$ cat src/shared/ldo_pkg.sv
// Purpose: constants and types of the LCD dither output stage
// Assumes: one 100 MHz clock; registers over Avalon-MM
// Notes:   horizontal counts are in dot ticks, vertical in lines
package ldo_pkg;

  // Register byte offsets
  localparam logic [4:0] A_CTRL = 5'h00;
  localparam logic [4:0] A_HTIM = 5'h04;
  localparam logic [4:0] A_VTIM = 5'h08;
  localparam logic [4:0] A_AUX  = 5'h0c;
  localparam logic [4:0] A_STAT = 5'h10;

  // Control bits, msb first
  typedef struct packed {
    logic ibi;  // bias inverted
    logic ifs;  // frame sync inverted
    logic ils;  // line sync inverted
    logic clock_edge_invert;  // clock_edge_invert
    logic d16;  // pixel_depth 16, else 12
    logic m8;   // mono on eight pins
    logic col;  // colour
    logic act;  // active panel
    logic en;   // enable
  } ldo_ctrl_t;

  typedef struct packed {
    logic [7:0] hbp;
    logic [7:0] hfp;
    logic [5:0] hsw;
    logic [9:0] ppl;
  } ldo_htim_t;

  typedef struct packed {
    logic [7:0] vbp;
    logic [7:0] vfp;
    logic [5:0] vsw;
    logic [9:0] lpp;
  } ldo_vtim_t;

  typedef struct packed {
    logic [7:0] bias_lines;
    logic [7:0] div;
  } ldo_aux_t;

  localparam ldo_ctrl_t CTRL_RST = 9'h000;
  localparam ldo_htim_t HTIM_RST = 32'h0404_0d40;
  localparam ldo_vtim_t VTIM_RST = 32'h0202_04f0;
  localparam ldo_aux_t  AUX_RST  = 16'h0803;

  // Dither on-count and cycle length per code, code 0 lowest nibble
  localparam logic [63:0] DITH_NUM = 64'h1184_b635_1423_4110;
  localparam logic [63:0] DITH_DEN = 64'h1195_f959_2959_f591;
  // Frame count wraps at the common multiple of all cycle lengths
  localparam logic [6:0]  FRM_LAST = 7'h59;

  typedef enum logic [1:0] {
    LDO_H_SYNC = 2'b00,
    LDO_H_BP   = 2'b01,
    LDO_H_ACT  = 2'b10,
    LDO_H_FP   = 2'b11
  } ldo_hph_t;

  typedef struct packed {
    ldo_ctrl_t   ctrl;
    ldo_htim_t   htim;
    ldo_vtim_t   vtim;
    ldo_aux_t    aux;
    logic        wrq;
    logic [31:0] rdata;
    logic [7:0]  dcnt;
    ldo_hph_t    hph;
    logic [9:0]  hcnt;
    logic [10:0] vcnt;
    logic [9:0]  xcnt;
    logic [6:0]  fcnt;
    logic [7:0]  bcnt;
    logic        hold_v;
    logic [15:0] hold;
    logic [1:0]  comp;
    logic [3:0]  prev;
    logic [7:0]  sh;
    logic [3:0]  shn;
    logic [7:0]  q0;
    logic [7:0]  q1;
    logic [1:0]  qv;
    logic        dot;
    logic        bias;
    logic        rdy;
    logic        pclk;
    logic        ls;
    logic        fs;
    logic        bi;
    logic [15:0] pd;
  } ldo_state_t;

  localparam ldo_state_t ST_RST = '{ctrl: CTRL_RST, htim: HTIM_RST, vtim: VTIM_RST,
                                    aux: AUX_RST, wrq: 1'b1, hph: LDO_H_BP, default: '0};

endpackage : ldo_pkg

$ cat src/hw/ldo_top.sv
// Purpose: dither, pack, queue and drive pixels to a passive or active panel
// Assumes: pixel stream and bus on ref_clk_in; panel timing by dot ticks
// Notes:   change mode and timing only while disabled
//
// Implementation choices: register access over Avalon-MM and the register addresses.
`timescale 1ns/10ps
`default_nettype none

module ldo_top (
  input  wire logic        ref_clk_in,
  input  wire logic        rst_n_in,
  input  wire logic [4:0]  avs_address_in,
  input  wire logic        avs_read_in,
  input  wire logic        avs_write_in,
  input  wire logic [31:0] avs_writedata_in,
  output wire logic [31:0] avs_readdata_out,
  output wire logic        avs_waitrequest_out,
  input  wire logic [15:0] pix_data_in,
  input  wire logic        pix_valid_in,
  output wire logic        pix_ready_out,
  output wire logic [15:0] panel_data_out,
  output wire logic        panel_dot_clock_out,
  output wire logic        line_sync_out,
  output wire logic        frame_sync_out,
  output wire logic        bias_toggle_out
);

  ldo_pkg::ldo_state_t s;
  ldo_pkg::ldo_state_t n;
  logic                tick;
  logic                ins;
  logic                ins_bit;
  logic [3:0]          cur_code;

  // Component select: 0 red, 1 green, 2 blue (mono uses 2)
  function automatic logic [3:0] comp4(input logic [15:0] p, input logic d16,
                                       input logic [1:0] k);
    case (k)
      2'h0:    comp4 = d16 ? p[15:12] : p[11:8];
      2'h1:    comp4 = d16 ? p[10:7] : p[7:4];
      default: comp4 = d16 ? p[4:1] : p[3:0];
    endcase
  endfunction : comp4

  // On for num of every den steps of the phase sum
  function automatic logic dith(input logic [3:0] c, input logic [8:0] sum);
    logic [3:0] num;
    logic [3:0] den;
    logic [8:0] r;
    num = ldo_pkg::DITH_NUM[c*4 +: 4];
    den = ldo_pkg::DITH_DEN[c*4 +: 4];
    r = sum % {5'h00, den};
    dith = (r < {5'h00, num});
  endfunction : dith

  // Active panel word
  function automatic logic [15:0] tft(input logic [15:0] p, input logic d16);
    tft = d16 ? p : {p[11:8], p[11], p[7:4], p[7:6], p[3:0], p[3]};
  endfunction : tft

  // Whole next state
  always_comb begin : p_next
    logic [10:0] a0;
    logic [10:0] a1;
    logic [10:0] vtot;
    logic        dline;
    logic        ldone;
    logic        hstep;
    logic        wide;
    logic [9:0]  hend;
    logic [3:0]  wid;
    logic [7:0]  word;
    logic [8:0]  sum;
    a0 = 11'(s.vtim.vsw) + 11'(s.vtim.vbp) + 11'h002;
    a1 = a0 + 11'(s.vtim.lpp);
    vtot = a1 + 11'(s.vtim.vfp);
    dline = (s.vcnt >= a0) && (s.vcnt < a1);
    wide = s.ctrl.col || s.ctrl.m8;
    wid = wide ? 4'h8 : 4'h4;
    word = wide ? s.sh : {4'h0, s.sh[7:4]};
    sum = 9'(s.fcnt) + 9'(s.xcnt[5:0]) + 9'(s.vcnt[5:0]) + 9'(s.prev) + 9'(s.comp);
    cur_code = comp4(s.hold, s.ctrl.d16, s.ctrl.col ? s.comp : 2'h2);
    ins_bit = dith(cur_code, sum);
    ins = 1'b0;
    tick = (s.dcnt == s.aux.div);
    ldone = 1'b0;
    hstep = 1'b0;
    n = s;
    n.dcnt = tick ? 8'h00 : s.dcnt + 8'h01;
    n.wrq = 1'b1;
    case (s.hph)
      ldo_pkg::LDO_H_BP: hend = 10'(s.htim.hbp);
      ldo_pkg::LDO_H_FP: hend = 10'(s.htim.hfp);
      default:           hend = 10'(s.htim.hsw);
    endcase
    if (!s.ctrl.en) begin
      n.hph = ldo_pkg::LDO_H_BP;
      n.hcnt = 10'h000;
      n.vcnt = 11'h000;
      n.xcnt = 10'h000;
      n.bcnt = 8'h00;
      n.hold_v = 1'b0;
      n.comp = 2'h0;
      n.shn = 4'h0;
      n.qv = 2'b00;
      n.dot = 1'b0;
      n.bias = 1'b0;
      n.pd = 16'h0000;
    end else begin
      if (pix_valid_in && s.rdy) begin
        n.hold = pix_data_in;
        n.hold_v = 1'b1;
      end
      hstep = tick && (s.hcnt == hend);
      case (s.hph)
        ldo_pkg::LDO_H_ACT: begin
          if (!dline)
            ldone = tick && (s.hcnt == s.htim.ppl - 10'h001);
          else if (s.ctrl.act)
            ldone = tick && !s.dot && (s.xcnt == s.htim.ppl);
          else
            ldone = (s.xcnt == s.htim.ppl) && !s.hold_v && (s.shn == 4'h0)
                    && (s.qv == 2'b00) && !s.dot;
          if (ldone) begin
            n.hph = ldo_pkg::LDO_H_FP;
            n.hcnt = 10'h000;
          end else if (tick) begin
            n.hcnt = s.hcnt + 10'h001;
          end
        end
        ldo_pkg::LDO_H_BP: if (hstep) begin
          n.hph = ldo_pkg::LDO_H_ACT;
          n.xcnt = 10'h000;
        end
        ldo_pkg::LDO_H_FP: if (hstep) n.hph = ldo_pkg::LDO_H_SYNC;
        ldo_pkg::LDO_H_SYNC: if (hstep) begin
          n.hph = ldo_pkg::LDO_H_BP;
          if (s.vcnt == vtot) begin
            n.vcnt = 11'h000;
            n.fcnt = (s.fcnt == ldo_pkg::FRM_LAST) ? 7'h00 : s.fcnt + 7'h01;
          end else begin
            n.vcnt = s.vcnt + 11'h001;
          end
          // bias flips once every bias_lines + 1 lines
          if (!s.ctrl.act) begin
            n.bcnt = (s.bcnt == s.aux.bias_lines) ? 8'h00 : s.bcnt + 8'h01;
            n.bias = s.bias ^ (s.bcnt == s.aux.bias_lines);
          end
        end
        default: n.hph = ldo_pkg::LDO_H_BP;
      endcase
      if (s.hph != ldo_pkg::LDO_H_ACT)
        n.hcnt = hstep ? 10'h000 : (tick ? s.hcnt + 10'h001 : s.hcnt);
      if (s.ctrl.act) begin
        n.qv = 2'b00;
        if (tick) begin
          n.dot = !s.dot;
          if (!s.dot) begin
            n.bias = dline && (s.hph == ldo_pkg::LDO_H_ACT) && s.hold_v
                     && (s.xcnt < s.htim.ppl);
            n.pd = n.bias ? tft(s.hold, s.ctrl.d16) : 16'h0000;
            if (n.bias) begin
              n.hold_v = 1'b0;
              n.xcnt = s.xcnt + 10'h001;
            end
          end
        end
      end else begin
        // pop bottom word, raise dot clock
        if (tick) begin
          if (s.dot) begin
            n.dot = 1'b0;
          end else if (s.qv[0]) begin
            n.dot = 1'b1;
            n.pd = {8'h00, s.q0};
            n.q0 = s.q1;
            n.qv = {1'b0, s.qv[1]};
          end
        end
        n.pd = n.pd & (wide ? 16'h00ff : 16'h000f);
        if (s.shn == wid) begin
          // fill lowest empty slot; full queue stalls shifter
          if (!n.qv[1]) begin
            if (n.qv[0]) begin
              n.q1 = word;
              n.qv = 2'b11;
            end else begin
              n.q0 = word;
              n.qv = 2'b01;
            end
            n.shn = 4'h0;
          end
        end else if (s.hold_v) begin
          ins = 1'b1;
          // mono fills from sh bit 7, colour from sh bit 0
          n.sh = s.ctrl.col ? {s.sh[6:0], ins_bit} : {ins_bit, s.sh[7:1]};
          n.shn = s.shn + 4'h1;
          n.prev = cur_code;
          if (!s.ctrl.col || s.comp == 2'h2) begin
            n.hold_v = 1'b0;
            n.comp = 2'h0;
            n.xcnt = s.xcnt + 10'h001;
          end else begin
            n.comp = s.comp + 2'h1;
          end
        end
      end
    end
    n.rdy = s.ctrl.en && (n.hph == ldo_pkg::LDO_H_ACT) && dline && !n.hold_v
            && (n.xcnt < s.htim.ppl);
    // polarity applied to every control output
    n.pclk = n.dot ^ s.ctrl.clock_edge_invert;
    n.ls = (s.ctrl.en && n.hph == ldo_pkg::LDO_H_SYNC) ^ s.ctrl.ils;
    // frame sync over first lines of a frame
    n.fs = (s.ctrl.en && n.vcnt <= 11'(s.vtim.vsw)) ^ s.ctrl.ifs;
    n.bi = n.bias ^ s.ctrl.ibi;
    // Bus: answer one cycle after the request is seen
    if ((avs_read_in || avs_write_in) && s.wrq) begin
      n.wrq = 1'b0;
      case (avs_address_in)
        ldo_pkg::A_CTRL: n.rdata = 32'(s.ctrl);
        ldo_pkg::A_HTIM: n.rdata = s.htim;
        ldo_pkg::A_VTIM: n.rdata = s.vtim;
        ldo_pkg::A_AUX:  n.rdata = 32'(s.aux);
        ldo_pkg::A_STAT: n.rdata = {s.qv, s.hph, s.fcnt, s.vcnt, s.xcnt};
        default:         n.rdata = 32'h0000_0000;
      endcase
    end
    if (avs_write_in && !s.wrq) begin
      case (avs_address_in)
        ldo_pkg::A_CTRL: n.ctrl = ldo_pkg::ldo_ctrl_t'(avs_writedata_in[8:0]);
        ldo_pkg::A_HTIM: n.htim = avs_writedata_in;
        ldo_pkg::A_VTIM: n.vtim = avs_writedata_in;
        ldo_pkg::A_AUX:  n.aux = ldo_pkg::ldo_aux_t'(avs_writedata_in[15:0]);
        default:         n.aux = s.aux;
      endcase
    end
  end

  // State register
  always_ff @(posedge ref_clk_in or negedge rst_n_in) begin
    if (!rst_n_in)
      s <= ldo_pkg::ST_RST;
    else
      s <= n;
  end

  // All outputs straight from flops
  assign avs_readdata_out    = s.rdata;
  assign avs_waitrequest_out = s.wrq;
  assign pix_ready_out       = s.rdy;
  assign panel_data_out      = s.pd;
  assign panel_dot_clock_out = s.pclk;
  assign line_sync_out       = s.ls;
  assign frame_sync_out      = s.fs;
  assign bias_toggle_out     = s.bi;
endmodule : ldo_top

`default_nettype wire

$ cat config.mk
export PLATFORM = sky130hd
export DESIGN_NAME = ldo_top
export DESIGN_NICKNAME = d
export VERILOG_FILES = /design/src/shared/ldo_pkg.sv /design/src/hw/ldo_top.sv
export SDC_FILE = /design/constraint.sdc
export NUM_CORES = 1
export LEC_CHECK = 0
export BUFFER_PORTS_ARGS = -buffer_cell sky130_fd_sc_hd__buf_2
export CORE_ASPECT_RATIO = 1.75
export CORE_MARGIN = 3
export CORE_UTILIZATION = 51
export DETAILED_ROUTE_END_ITERATION = 10
export PLACE_DENSITY = 0.79
export RECOVER_POWER = 25
export SYNTH_ARGS = -nofsm -noshare
export SYNTH_HDL_FRONTEND = slang
export SYNTH_SLANG_ARGS = --single-unit
$ cat constraint.sdc
create_clock -name ref_clk_in -period 20.5 [get_ports ref_clk_in]
set_input_delay 1.025 -clock ref_clk_in [delete_from_list [all_inputs] [get_ports ref_clk_in]]
set_output_delay 1.025 -clock ref_clk_in [all_outputs]
set_load 0.02 [all_outputs]
* Yosys cells after proc, flatten, opt, wreduce, memory -nomap -nowiden
Index checks and enable logic that the tools add are counted.
Widths: inputs -> output; s select.
** Cells by class
- Add/subtract/negate cells :: 17
- Divide/modulo/power cells :: 1
- $lt $le $gt $ge :: 6
- Equality and inequality tests :: 29
- Shift operators :: 2
- Muxes and demuxes :: 96
- Bitwise operators :: 9
- Reductions and logical operators :: 48
** Operator list (number)
- $mux 16 :: 11
- $pmux 32 s5 :: 1
- $mux 10 :: 14
- $shiftx 64x7->4 const A :: 2
- $mux 8 :: 15
- $mux 33 :: 2
- $mux 18 :: 2
- $mux 34 :: 1
- $mux 11 :: 3
- $eq 10x10->1 :: 3
- $mux 4 :: 7
- $mux 22 :: 1
- $logic_and 1x1->1 :: 21
- $add 10x1->10 const B :: 2
- $lt 10x10->1 :: 2
- $mux 2 :: 10
- $mux 1 :: 17
- $mux 17 :: 1
- $add 8x1->8 const B :: 2
- $and 16x8->16 :: 1
- $eq 8x8->1 :: 2
- $pmux 8 s2 :: 1
- $mux 3 :: 5
- $mux 14 :: 1
- 46 further kinds :: 81
** Storage, ports and cells
- Register bits :: 254
- Input bits :: 58
- Output and inout port bits :: 54
- Word-level logic and storage cells :: 253

* Longest topological paths before layout
- Depth in word-level cells :: 18
- Depth in mapped cells :: 87
- Mapped depth without buffers :: 84

* Worst setup path after synthesis
Ideal clock, no wire load.
- Kind :: register to register
- From :: reg s[84] in the netlist's numbering
- To :: reg s[52] in the netlist's numbering
- Setup time :: 96 ps
- Data arrival time :: 16812 ps
- Required time :: 20404 ps
- Path slack :: 3592 ps
- Stages on the path, launching flop included :: 84
- Buffers on the path :: 3
- Period minus slack after synthesis :: 16908 ps
- Cells stage by stage :: dfrtp_1 -> fa_1 -> inv_1 -> fa_1 -> fa_1 -> fa_1 -> nand2b_1 -> a211oi_1 -> o31a_1 -> o21ai_0 -> inv_1 -> ha_1 -> a21oi_1 -> ha_1 -> or3_1 -> and3_1 -> a21oi_1 -> nor2_1 -> (+48 left out) -> inv_1 -> ha_1 -> nor2b_1 -> o21ai_0 -> nand2b_1 -> a31o_2 -> a21oi_1 -> o31a_1 -> nand3_1 -> nor2_1 -> a21oi_1 -> ha_1 -> a21o_1 -> a21oi_1 -> nand2_1 -> a211oi_1 -> o31ai_1 -> o31ai_1
** Between the ends
- Cells in the longest elaborated chain, start to end :: 7
** Ends and longest elaborated chain
- start: declaration :: RTL line ldo_top.sv:28 : ldo_pkg::ldo_state_t s;
- start signal: assignment :: RTL line ldo_top.sv:243 : s <= ldo_pkg::ST_RST;
- start signal: assignment :: RTL line ldo_top.sv:245 : s <= n;
- $add 7x6->8 :: RTL line ldo_top.sv:81 : sum = 9'(s.fcnt) + 9'(s.xcnt[5:0]) + 9'(s.vcnt[5:0]) + 9'(s.prev) + 9'(s.comp);
- $add 8x6->9 :: RTL line ldo_top.sv:81
- $add 9x4->9 :: RTL line ldo_top.sv:81
- $add 9x2->9 :: RTL line ldo_top.sv:81
- $mod 9x4->9 :: RTL line ldo_top.sv:52 : r = sum % {5'h00, den};
- $lt 9x4->1 :: RTL line ldo_top.sv:53 : dith = (r < {5'h00, num});
- $mux 8 :: RTL line ldo_top.sv:196 : n.sh = s.ctrl.col ? {s.sh[6:0], ins_bit} : {ins_bit, s.sh[7:1]};
No other way between the ends.
A chain may end at the register's enable or synchronous reset.

* Worst setup path after layout
- From :: reg s[57] in the netlist's numbering
- To :: reg s[52] in the netlist's numbering
** Between the ends
- Cells in the longest elaborated chain, start to end :: 7
- Elaborated cells between the ends (all ways) :: 10
- Classes of those cells :: 1 x add/sub; 1 x div; 1 x order compare; 1 x eq/ne; 2 x shift; 3 x mux; 1 x reduce/logical
** Ends and longest elaborated chain
- $mux 2 :: RTL line ldo_top.sv:82 : cur_code = comp4(s.hold, s.ctrl.d16, s.ctrl.col ? s.comp : 2'h2);
- $eq 2x1->1 / $logic_not 2->1 (equally long branches) :: RTL line ldo_top.sv:38 : case (k)
- $pmux 4 s2 :: RTL line ldo_top.sv:38
- $shiftx 64x7->4 :: RTL line ldo_top.sv:51 : den = ldo_pkg::DITH_DEN[c*4 +: 4];
- $mod 9x4->9 :: RTL line ldo_top.sv:52
- $lt 9x4->1 (*) :: RTL line ldo_top.sv:53
- $mux 8 (*) :: RTL line ldo_top.sv:196
Every way passes the cells marked *; elsewhere a longest branch is shown, timed or not.

==> flow_summary.yaml <==
outcome:
  status: "finished with violations"
  violations: "max-capacitance violations, max-slew violations"
logic_synthesis:
  yosysTopAreaCell: "dfrtp_1"
  synth_xor_xnor_area_share_pct: 5.61
  ys_top_cells_by_area: "dfrtp_1 (33%), ha_1 (9.2%), mux2_2 (6.4%)"
  ys_ff_latch: 254
  synth_compound_area_share_pct: 16.6
  synthCells: 1958
  async_flop_share_pct: 100
  yosys.area_share.simple_pct: 15.4
  syn-cell-area_um2: 18100
  ys_types: 85
  synth_edf_count: 0
  synth_seq_area_share_pct: 35.2
  ys.flop_type: "dfrtp_1"
  synth_top_family_by_area: "compound AO/OA/AOI/OAI gates"
  synth_top_area_share_pct: 32.6
  synth_fp_nets: 2165
  synthMuxAreaShare_pct: 10.0
  ys_warn_count: 0
  avgSynthCellArea_um2: 9.24
  yosys.area_share.adder_pct: 11.0
final_layout:
  area_growth_pct: 7.25
  layout_common_cells: "dfrtp_1 (236), nand2_1 (174), o21ai_0 (153)"
  fillers: 3046
  final_layout_size_suffix_gt1_share_pct: 14.7
  design_area_um2: 19400
  seqCellArea_um2: 6380
  layout_commonest_cell: "dfrtp_1"
  final_nets: 2189
  multi_input_area_um2: 10600
sta:
  hold_viol_final: 0
  min_period_ps: 18910
  setup_tns_ps: 0
  fin_worst_skew_ps: 24.4
  relSlewSlack_pct: -322
  period_share_pct: 92.3
  slew_viol_final: 226
  worst_pin_slew_ps: 6330
  setup_slack_ps: 1590
  rsz0062_at_grt: "no"
  setup_viol: 0
  holdWs_ps: 477
  timing.fmax_mhz: 52.9
die:
  dieArea_um2: 37900
  rows: 90
  core_um2: 34800
  fp.dieH_um: 255
  die_width_um: 148
  ios: 112
  start_util_pct: 52.0
global_route:
  grt_pass1_vias: 15732
  top_usage_layer: "met2"
  met2_usage_pct: 49.5
  grt_util_all_layers_pct: 27.3
  use_met3_pct: 2.80
  overflow: 0
  grt_antenna_before_repair: 1
  grt_pass1_wl_mm: 82.5
  grt_use_met1_pct: 29.3
  grt_max_degree: 111
hold_path:
  hp-class: "flop to flop"
critical_path:
  cp.required_ps: 20940
  slowest_delay_ps: 580
  slowest_stage: "or4b_4"
  critical_path_arrival_ps: 19350
  cp_common_cell: "ha_1"
  worstSetupPathType: "flop to flop"
  crit_path_start_kind: "flop"
  crit_fanout: 10
  end_kind: "flop"
  reg2reg_slack_ps: 1590
place:
  dp_slack_ps: 1640
  post_dp_cell_area_um2: 18700
  numPortBuffers: 111
  gp_congestion: 0.938
  hpwl_mm: 39.4
clock_tree:
  clk_latency_ps: 560
  path_clk_slew_ps: 70
  numCtsBuffers: 23
  cts_hold_buf: 0
  cts.sinks: 254
  cts.path.max_buffers: 3
  cts_tree: "built"
  htreeDepth: 1
  cts-root-buf: "clkbuf_16"
route:
  drt-total-wl_mm: 52.2
  final_antenna_net_count: 0
  drt_pre_antenna_iters: 6
  viasPerCell: 6.22
  drcViolationCount: 0
  vias: 15307
  drt_iter0_drc: 1111
  wl_per_cell_um: 21.2
power_and_ir_drop:
  ir_drop_mv: 0.0721
  p_leak_nw: 9.15
  total_power_w: 0.00151
  power_density_nw_per_um2: 77.5
run:
  cap_viol_max_count: 3
-- registers in the layout, indices dropped and copies added (netlist names) --
register             flops
s                      200
avs_readdata_out        32
panel_data_out          16
avs_waitrequest_out      1
bias_toggle_out          1
frame_sync_out           1
line_sync_out            1
panel_dot_clock_out      1
pix_ready_out            1
-- synth_stat cells, drive strengths merged (12+ instances only) --
library cell	count
a222oi	25
inv	120
o22ai	17
and2	16
nand2	174
o21a	27
o31ai	13
nor2b	25
buf	54
a21o	43
mux2	105
fa	16
mux2i	51
nor3	39
nand4	21
and3	17
dfstp	18
dfrtp	236
o21ai	159
nand2b	27
nor4	16
ha	133
a211oi	12
or3	15
nor2	127
nand3	50
xor2	42
xnor2	74
clkbuf	71
a21oi	98
-- routing by layer --
metal	up-vias	part of all wire (%)
met5	-	0
met3	221	5.2
li1	7012	-
met1	7427	35
met2	647	51
met4	0	8.6
-- area by class of cell --
| class | instances | area share (%) |
|---|---|---|
| clock buffer | 33 | 3.31 |
| inverter | 120 | 2.33 |
| antenna | 1 | 0.0129 |
| multi-input combinational | 1459 | 54.7 |
| clock inverter | 9 | 0.612 |
| timing repair buffer | 124 | 3.18 |
| sequential | 254 | 32.9 |
| tap | 460 | 2.96 |
-- stage by stage --
step                util [%]  instances
global route            55.8       2460
floorplan                  -       1958
CTS                     55.9       2459
global placement        53.7       2417
finish                  55.8       2460
detailed placement      53.7       2417
-- power breakdown --
group / switching (W) / total, W / leakage, nW / internal (W)
clock network: 0.000201 / 0.000448 / 0.367 / 0.000247
logic: 0.000260 / 0.000466 / 5.40 / 0.000205
registers: 0.0000495 / 0.000592 / 3.38 / 0.000542
-- path summary, 6_finish.rpt --
check	start	cells after the start	end
min	avs_readdata_out[10]	1	avs_readdata_out[10]
min reg2reg	avs_readdata_out[10]	1	avs_readdata_out[10]
max	s[57]	80	s[52]
min in group asynchronous	rst_n_in	1	s[50]
max reg2reg	s[57]	80	s[52]
max in group asynchronous	rst_n_in	2	panel_dot_clock_out
-- cell families after synthesis --
group / after synthesis
fa+ha+maj: 149
simple gates: 570
flops: 254
xor+xnor: 116
mux: 160
compound gates: 464
buf+inv: 245
-- worst max-delay path, delay by kind of cell, from the launching register on --
kind            cells  cell delay, ps
flops               1             540
compound gates     35            6760
buf+inv             4             350
fa+ha+maj          14            4690
mux                 2             610
simple gates       25            5850
-- what timing repair did --
action	CTS	global route
setup endpoints to repair	0	2
hold endpoints to repair	0	0
setup buffers	0	0
gates resized for setup	0	1
(Power assumes the default switching activity.)
